### src/prs_pkg.sv
// constants and types for the pin route select block
package prs_pkg;

	////////////////////////////////////////////////////////////////
	// sizes
	localparam int N_IN  = 13;
	localparam int N_PIN = 24;
	localparam int N_SRC = 10;
	localparam int AW    = 16;

	////////////////////////////////////////////////////////////////
	// register indices (byte address is four times these)
	localparam logic [12:0] OFS_LOCK = 13'h1E8F;
	localparam logic [12:0] OFS_OUT0 = 13'h1F10;
	localparam logic [12:0] OFS_IN [N_IN] = '{
		13'h1E90, 13'h1E91, 13'h1E92, 13'h1E93, 13'h1E9C,
		13'h1EA1, 13'h1EA2, 13'h1EC3, 13'h1EC5, 13'h1EC6,
		13'h1EC7, 13'h1ECB, 13'h1ECC
	};

	////////////////////////////////////////////////////////////////
	// values after power-on reset, port in [5:3], pin in [2:0]
	localparam logic [5:0] IN_RST [N_IN] = '{
		6'h08, 6'h04, 6'h10, 6'h0D, 6'h13,
		6'h12, 6'h11, 6'h0C, 6'h13, 6'h14,
		6'h05, 6'h17, 6'h16
	};
	localparam logic [5:0] OUT_RST = 6'h00;

	////////////////////////////////////////////////////////////////
	// keys, codes, answers
	localparam logic [7:0] KEY_FIRST  = 8'h55;
	localparam logic [7:0] KEY_SECOND = 8'hAA;
	localparam int         LOCK_BIT   = 0;
	localparam logic [2:0] PORT_LAST  = 3'h2;
	localparam logic [5:0] SRC_LAT    = 6'h00;
	localparam logic [1:0] RESP_OK    = 2'h0;
	localparam logic [1:0] RESP_ERR   = 2'h2;

	////////////////////////////////////////////////////////////////
	// types
	typedef enum logic [1:0] {
		KS_IDLE      = 2'b00,
		KS_GOT_FIRST = 2'b01,
		KS_ARMED     = 2'b10
	} prs_key_t;

	typedef enum logic [1:0] {
		DK_NONE = 2'b00,
		DK_LOCK = 2'b01,
		DK_IN   = 2'b10,
		DK_OUT  = 2'b11
	} prs_kind_t;

	typedef struct packed {
		prs_kind_t  kind;
		logic [4:0] idx;
	} prs_dec_t;

	typedef struct packed {
		logic [2:0] port;
		logic [2:0] pin;
	} prs_in_sel_t;

endpackage : prs_pkg

### src/prs_route_lock.sv
// pin route select registers, keyed lock and the routing itself
//
// Design decision made here: register access over Avalon-MM.
`timescale 1ns/1ps

// What this block and the software using it must do
// lock state changes only after writes of 0x55 then 0xAA to the lock register
// one-way config set: lock can be set once, clearing ignored until reset
// one-way config clear: lock set and cleared freely, each needs the key pair
// while locked, writes to every selection register are ignored
// while unlocked, selection registers take software writes
// sleep entry and exit leave all selections as they are
// power-on/brown-out reset loads input defaults and zeroes output sources
// other resets leave every selection register unchanged
// every reset clears the locked flag
// input select bits 5:3 choose port A, B or C
// input select bits 2:0 choose pin 0 to 7 of that port
// each input select resets to its own peripheral default pin
// output select bits 5:0 hold source code, reset to zero
// locked flag is bit 0 of lock register, other bits read zero
// software disables interrupts around the key sequence
// pin direction control keeps governing the driver except for owning peripherals
// bidirectional peripherals need input and output routed to one pin
// any other access between key writes aborts the key sequence
module prs_route_lock (
	// clock and resets
	input  wire logic                                clock,
	input  wire logic                                rst_n,
	input  wire logic                                clock_en,
	input  wire logic                                other_reset,
	// configuration
	input  wire logic                                one_shot_lock_config,
	// register bus
	input  wire logic [prs_pkg::AW-1:0]              address,
	input  wire logic                                read,
	input  wire logic                                write,
	input  wire logic [31:0]                         writedata,
	input  wire logic [3:0]                          byteenable,
	output logic      [31:0]                         readdata,
	output logic      [1:0]                          response,
	output logic                                     waitrequest,
	// device pins
	input  wire logic [prs_pkg::N_PIN-1:0]           pin_in,
	output logic      [prs_pkg::N_PIN-1:0]           pin_out,
	output logic      [prs_pkg::N_PIN-1:0]           pin_oe,
	// port latch and direction
	input  wire logic [prs_pkg::N_PIN-1:0]           latch_data,
	input  wire logic [prs_pkg::N_PIN-1:0]           pin_direction_control,
	// peripheral side
	input  wire logic [prs_pkg::N_SRC-1:1]           periph_out,
	input  wire logic [prs_pkg::N_SRC-1:1]           periph_drv_own,
	input  wire logic [prs_pkg::N_SRC-1:1]           periph_drv_oe,
	output logic      [prs_pkg::N_IN-1:0]            periph_in,
	// state seen by the rest of the device
	output logic                                     route_locked_flag,
	output prs_pkg::prs_in_sel_t [prs_pkg::N_IN-1:0] in_sel,
	output logic [prs_pkg::N_PIN-1:0][5:0]           out_src
);
	import prs_pkg::*;

	////////////////////////////////////////////////////////////////
	// decoding
	function automatic prs_dec_t decode(input logic [AW-1:0] a);
		prs_dec_t    d;
		logic [12:0] w;
		d.kind = DK_NONE;
		d.idx = 5'h00;
		w = a[14:2];
		if (a[15] || (a[1:0] != 2'h0)) begin
			d.kind = DK_NONE;
		end else if (w == OFS_LOCK) begin
			d.kind = DK_LOCK;
		end else if ((w >= OFS_OUT0) && (w < OFS_OUT0 + 13'(N_PIN))) begin
			d.kind = DK_OUT;
			d.idx = 5'(w - OFS_OUT0);
		end else begin
			for (int i = 0; i < N_IN; i++) begin
				if (w == OFS_IN[i]) begin
					d.kind = DK_IN;
					d.idx = 5'(i);
				end
			end
		end
		return d;
	endfunction : decode

	// value driven onto one pin by its source code
	function automatic logic pick_src(
		input logic [5:0]       code,
		input logic             lat,
		input logic [N_SRC-1:1] po
	);
		logic v;
		v = 1'b0;
		if (code == SRC_LAT) begin
			v = lat;
		end else if (code < 6'(N_SRC)) begin
			v = po[code];
		end
		return v;
	endfunction : pick_src

	// driver enable: direction control unless the source owns the driver
	function automatic logic pick_oe(
		input logic [5:0]       code,
		input logic             dir_in,
		input logic [N_SRC-1:1] own,
		input logic [N_SRC-1:1] oe
	);
		logic v;
		v = !dir_in;
		if ((code != SRC_LAT) && (code < 6'(N_SRC))) begin
			if (own[code]) begin
				v = oe[code];
			end
		end
		return v;
	endfunction : pick_oe

	////////////////////////////////////////////////////////////////
	// bus slave: one wait cycle, then the access completes
	prs_dec_t    dec;
	logic        ack;
	logic        req;
	logic        acc_wr;
	logic        acc_any;
	logic        sel_wr;
	logic        lock_wr;
	logic [31:0] rd_val;
	prs_key_t    key_state;
	prs_key_t    next_key_state;

	assign dec = decode(address);
	assign req = read | write;
	assign waitrequest = req & !(ack & clock_en);
	assign acc_any = req & ack & clock_en;
	assign acc_wr = write & ack & clock_en;
	// narrow data lives in byte lane 0
	assign lock_wr = acc_wr & byteenable[0] & (dec.kind == DK_LOCK);
	assign sel_wr = acc_wr & byteenable[0] & !route_locked_flag;

	always_ff @(posedge clock) begin
		if (!rst_n) begin
			ack <= 1'b0;
		end else if (clock_en) begin
			ack <= req & !ack;
		end
	end

	always_comb begin
		rd_val = 32'h0000_0000;
		if (dec.kind == DK_LOCK) begin
			rd_val[LOCK_BIT] = route_locked_flag;
		end else if (dec.kind == DK_IN) begin
			rd_val[5:0] = in_sel[dec.idx];
		end else if (dec.kind == DK_OUT) begin
			rd_val[5:0] = out_src[dec.idx];
		end
	end

	always_ff @(posedge clock) begin
		if (!rst_n) begin
			readdata <= 32'h0000_0000;
			response <= RESP_OK;
		end else if (clock_en && req && !ack) begin
			readdata <= read ? rd_val : 32'h0000_0000;
			response <= (dec.kind == DK_NONE) ? RESP_ERR : RESP_OK;
		end
	end

	////////////////////////////////////////////////////////////////
	// key sequence
	always_comb begin
		next_key_state = KS_IDLE;
		case (key_state)
			KS_IDLE: begin
				if (lock_wr && (writedata[7:0] == KEY_FIRST)) begin
					next_key_state = KS_GOT_FIRST;
				end
			end
			KS_GOT_FIRST: begin
				next_key_state = KS_GOT_FIRST;
				if (acc_any) begin
					next_key_state = KS_IDLE;
					if (lock_wr && (writedata[7:0] == KEY_SECOND)) begin
						next_key_state = KS_ARMED;
					end
				end
			end
			KS_ARMED: begin
				next_key_state = KS_ARMED;
				if (acc_any) begin
					next_key_state = KS_IDLE;
				end
			end
			default: begin
				next_key_state = KS_IDLE;
			end
		endcase
	end

	always_ff @(posedge clock) begin
		if (!rst_n || other_reset) begin
			key_state <= KS_IDLE;
		end else if (clock_en) begin
			key_state <= next_key_state;
		end
	end

	////////////////////////////////////////////////////////////////
	// locked flag
	always_ff @(posedge clock) begin
		if (!rst_n || other_reset) begin
			route_locked_flag <= 1'b0;
		end else if (clock_en && lock_wr && (key_state == KS_ARMED)) begin
			if (writedata[LOCK_BIT]) begin
				route_locked_flag <= 1'b1;
			end else if (!one_shot_lock_config) begin
				route_locked_flag <= 1'b0;
			end
			// one-way: clearing ignored until the next reset R2
		end
	end

	////////////////////////////////////////////////////////////////
	// selection registers
	// no sleep term anywhere: selections only move on writes and power-on reset R6
	// other_reset is deliberately absent here R8
	always_ff @(posedge clock) begin
		if (!rst_n) begin
			for (int i = 0; i < N_IN; i++) begin
				in_sel[i] <= IN_RST[i];
			end
		end else if (sel_wr && (dec.kind == DK_IN)) begin
			in_sel[dec.idx] <= writedata[5:0];
		end
	end

	always_ff @(posedge clock) begin
		if (!rst_n) begin
			for (int j = 0; j < N_PIN; j++) begin
				out_src[j] <= OUT_RST;
			end
		end else if (sel_wr && (dec.kind == DK_OUT)) begin
			out_src[dec.idx] <= writedata[5:0];
		end
	end

	////////////////////////////////////////////////////////////////
	// pin input synchroniser, change taken once stages two and three agree
	logic [N_PIN-1:0] pin_s1;
	logic [N_PIN-1:0] pin_s2;
	logic [N_PIN-1:0] pin_s3;
	logic [N_PIN-1:0] pin_filt;

	always_ff @(posedge clock) begin
		if (!rst_n) begin
			pin_s1 <= '0;
			pin_s2 <= '0;
			pin_s3 <= '0;
			pin_filt <= '0;
		end else if (clock_en) begin
			pin_s1 <= pin_in;
			pin_s2 <= pin_s1;
			pin_s3 <= pin_s2;
			for (int j = 0; j < N_PIN; j++) begin
				if (pin_s2[j] == pin_s3[j]) begin
					pin_filt[j] <= pin_s3[j];
				end
			end
		end
	end

	////////////////////////////////////////////////////////////////
	// input routing: port codes above C select nothing
	always_ff @(posedge clock) begin
		if (!rst_n) begin
			periph_in <= '0;
		end else if (clock_en) begin
			for (int i = 0; i < N_IN; i++) begin
				if (in_sel[i].port <= PORT_LAST) begin
					periph_in[i] <= pin_filt[{in_sel[i].port[1:0], in_sel[i].pin}];
				end else begin
					periph_in[i] <= 1'b0;
				end
			end
		end
	end

	////////////////////////////////////////////////////////////////
	// output routing, registered to keep pin glitches off
	genvar gj;
	generate
		for (gj = 0; gj < N_PIN; gj++) begin : g_pin
			always_ff @(posedge clock) begin
				if (!rst_n) begin
					pin_out[gj] <= 1'b0;
					pin_oe[gj] <= 1'b0;
				end else if (clock_en) begin
					pin_out[gj] <= pick_src(out_src[gj], latch_data[gj], periph_out);
					pin_oe[gj] <= pick_oe(out_src[gj], pin_direction_control[gj],
						periph_drv_own, periph_drv_oe);
				end
			end
		end
	endgenerate
endmodule : prs_route_lock

### config.mk
export PLATFORM = sky130hd
export DESIGN_NAME = prs_route_lock
export DESIGN_NICKNAME = d
export VERILOG_FILES = /design/src/prs_pkg.sv /design/src/prs_route_lock.sv
export SDC_FILE = /design/constraint.sdc
export NUM_CORES = 2
export LEC_CHECK = 0
export BUFFER_PORTS_ARGS = -buffer_cell sky130_fd_sc_hd__buf_4
export CAP_MARGIN = 10
export CORE_MARGIN = 3
export CORE_UTILIZATION = 60
export CTS_CLUSTER_DIAMETER = 50
export DETAILED_ROUTE_END_ITERATION = 7
export PLACE_DENSITY_LB_ADDON = 0.2
export SLEW_MARGIN = 0
export SYNTH_ARGS = -nofsm -noshare
export SYNTH_HDL_FRONTEND = slang
export SYNTH_SLANG_ARGS = --single-unit
### constraint.sdc
create_clock -name clock -period 6.2 [get_ports clock]
set_input_delay 0.93 -clock clock [delete_from_list [all_inputs] [get_ports clock]]
set_output_delay 0.93 -clock clock [all_outputs]
set_load 0.01 [all_outputs]
==> results.cfg <==
[finish]
final_nets = 3390
drive_gt1_share_pct = 25.70
area_delta_synth_final_pct = 16.76
seq_area_sq_um = 7807
n_fill_cell = 3297
multi_input_area_sq_um = 17200

[global_routing]
grt_pass1_wl_um = 155300
grt_pass1_vias = 26649
grt-ovfl-total = 0
antenna_found_initial = 1
grt_max_degree = 188
grt_use_total_pct = 42.30

[timing]
setup-tns-final_ns = 0
min_period_ns = 4.332
whs_ns = 0.4594
slew_headroom_pct = 19.08
fin_crit_sh_pct = 69.88
final-hold-violation-count = 0
drv_slew = 0
clock_skew_ns = 0.02118
worst_pin_slew_ns = 1.214
fin_ws_ns = 1.868
max_freq_mhz = 230.8
setup_viol = 0
rsz0062_at_grt = no

[status]
outcome = completed

[cts]
post_cts_resize_count = 0
cts_root_buf = clkbuf_16
holdBufCountCts = 0
htree_num_levels = 2
postCtsSetupRepairBufs = 0
cts_buffers = 50
clock_latency_ns = 0.62
cts_num_sinks = 390
clk_pin_slew_worst_paths_ns = 0.06
clock_path_buffers = 3
cts_tree = yes

[detailed_routing]
vias_per_cell = 7.083
drcViolationCount = 0
vias = 27360
first_pass_iters = 8
antenna_left = 0
wire_per_inst_um = 26.76
drt-total-wl_um = 103400
drtIter0Drc = 3860

[critical_path]
crit_slowest_cell = o21ai_2
reg2reg_slack_ns = 2.59
slowest_delay_ns = 0.79
cp_cell_sequence = buf_4, nor3b_1, o21ai_1, a2111oi_2, o21ai_2, buf_4, nor2_1, a311oi_1, a2111oi_0, nor4_1, o211a_1
crit_required_ns = 6.76
crit_fanout = 13
cpMostUsedCell = buf_4
cp-start-kind = input pin
arrival_ns = 4.90
crit_type = in -> reg
worst_setup_path_end_kind = flip-flop

[synth]
avgSynthCellArea_sq_um = 8.614
synthCells = 3079
synth.distinct_cells = 73
synth.yosys.seq_area_share_pct = 29.44
async_reset_ff_share_pct = 0
synth_ff_type = dfxtp_1
ys_ff_latch = 390
synth_edf_count = 0
yosysWarnings = 0
syn_area_sq_um = 26520

[power_and_ir_drop]
p_comb_share_pct = 8.7
power_density_nw_per_um2 = 198.0
p_leak_nw = 11.30
seqPwrFrac_pct = 41.8
peakVddDrop_uv = 285.7
p_total_mw = 6.131
clkPwrFrac_pct = 49.5
p_sw_share_pct = 27.03
p_int_mw = 4.473
switchingPower_mw = 1.657

[floorplan]
fp.coreArea_sq_um = 43360
rows = 76
die_w_um = 216.3
initial_core_util_pct = 61.17
die_area_sq_um = 46760
ios = 477
die_height_um = 216.3

[placement]
io_buffers = 422
dp_hpwl_um = 67810
place_worst_setup_slack_ns = 1.600
routabilityCongestion = 1.001

[flow_run]
max_cap_violations = 0

[hold_path]
hp-class = reg -> reg
cells in the mapped netlist, types with 7 or more instances:
cell type  count  area share (%)
nor3_1        31            0.58
o22a_1        56             1.8
nand3b_1      50             1.4
mux2i_1      330              12
and3_1         7            0.17
nor2b_1       29            0.68
o21ai_0      258             4.9
o211ai_1      32            0.91
a211oi_1      13            0.37
nand3_1       89             1.7
nor2_2        19            0.45
nor3b_1        7            0.20
nor4_1        29            0.68
buf_4         27            0.76
mux4_2       163              14
a22oi_1       74             2.1
nand4_1        9            0.21
buf_1         19            0.27
nor2_1       336             4.8
dfxtp_1      390              29
nand2b_1      25            0.59
mux2_2        80             3.4
o22ai_1       55             1.3
nand2_1      261             3.7
a21oi_1      189             3.6
clkbuf_1     306             4.3
or4b_2        24            0.91
inv_1         30            0.42
buf_2         16            0.30
and2_1        32            0.75
final cells by class:
cell class / count / area share (%)
Multi-Input combinational cell: 2315 / 55.56
Sequential cell: 390 / 25.21
Timing Repair Buffer: 444 / 10.82
Clock buffer: 58 / 4.331
Tap cell: 585 / 2.364
Clock inverter: 35 / 1.281
Inverter: 31 / 0.4000
Antenna cell: 5 / 0.04040
layout by cell type, fill, tap and decap left out, types with 32 or more instances in the layout:
cell / n
o21ai_0: 258
a22oi_1: 74
nor2_1: 336
a21oi_1: 188
and2_1: 32
buf_4: 442
clkbuf_16: 50
o211ai_1: 32
nand3_1: 89
nand3b_1: 50
mux4_2: 163
mux2i_1: 330
mux2_2: 80
nand2_1: 261
o22ai_1: 55
o22a_1: 56
dfxtp_1: 390
per-layer routing:
layer  vias up  routed length [um]  GRT usage (%)
li1      11557                   -              -
met2      2254               46690          66.64
met1     12908               34430          49.93
met4         2                7965          28.67
met3       639               14250          12.73
met5         -                  17              0
final timing paths:
path	start	to	depth (start not counted)
max	address[7]	readdata[0]$_SDFFE_PN0P_	11
min	pin_out[15]$_SDFFE_PN0P_	pin_out[15]$_SDFFE_PN0P_	2
max reg2reg	ack$_SDFFE_PN0P_	out_src[124]$_SDFFE_PN0P_	7
min reg2reg	pin_out[15]$_SDFFE_PN0P_	pin_out[15]$_SDFFE_PN0P_	2
worst max-delay path, delay by kind of cell:
kind,cells,cell delay [ns]
buffers and inverters,2,0.53
AOI/OAI and AO/OA,6,2.65
and+or+nand+nor,3,0.78
per-stage QoR:
stage,util [%],instances,instance area [sq um]
global placement,67.38,3765,29220
finish,71.42,3863,30970
global route,71.39,3858,30950
CTS,71.39,3858,30950
floorplan,-,3105,26620
detailed placement,67.38,3765,29220
power groups by stage:
| stage | Sequential [mW] | Clock, mW | Combinational [mW] |
|---|---|---|---|
| after floorplan | 2.62 | 0 | 0.302 |
| after CTS | 2.56 | 3.04 | 0.511 |
| after global routing | 2.57 | 3.14 | 0.552 |
| after global placement | 2.62 | 0 | 0.497 |
| final | 2.56 | 3.03 | 0.534 |
| after detailed placement | 2.62 | 0 | 0.510 |
cells by family after synthesis:
logic type	share of synthesized area, %
other cells	0.01414
buf+inv	6.123
mux	29.69
flops	29.44
compound gates	17.03
simple gates	17.70
flip-flops by register name, indices dropped and copies added, names as in the netlist:
register,flops
periph_in,13
pin_s3,24
route_locked_flag,1
pin_s1,24
pin_s2,24
in_sel,78
ack,1
pin_filt,24
out_src,144
key_state,2
pin_oe,24
pin_out,24
response,1
readdata,6
Power figures use the tool's default switching activity.
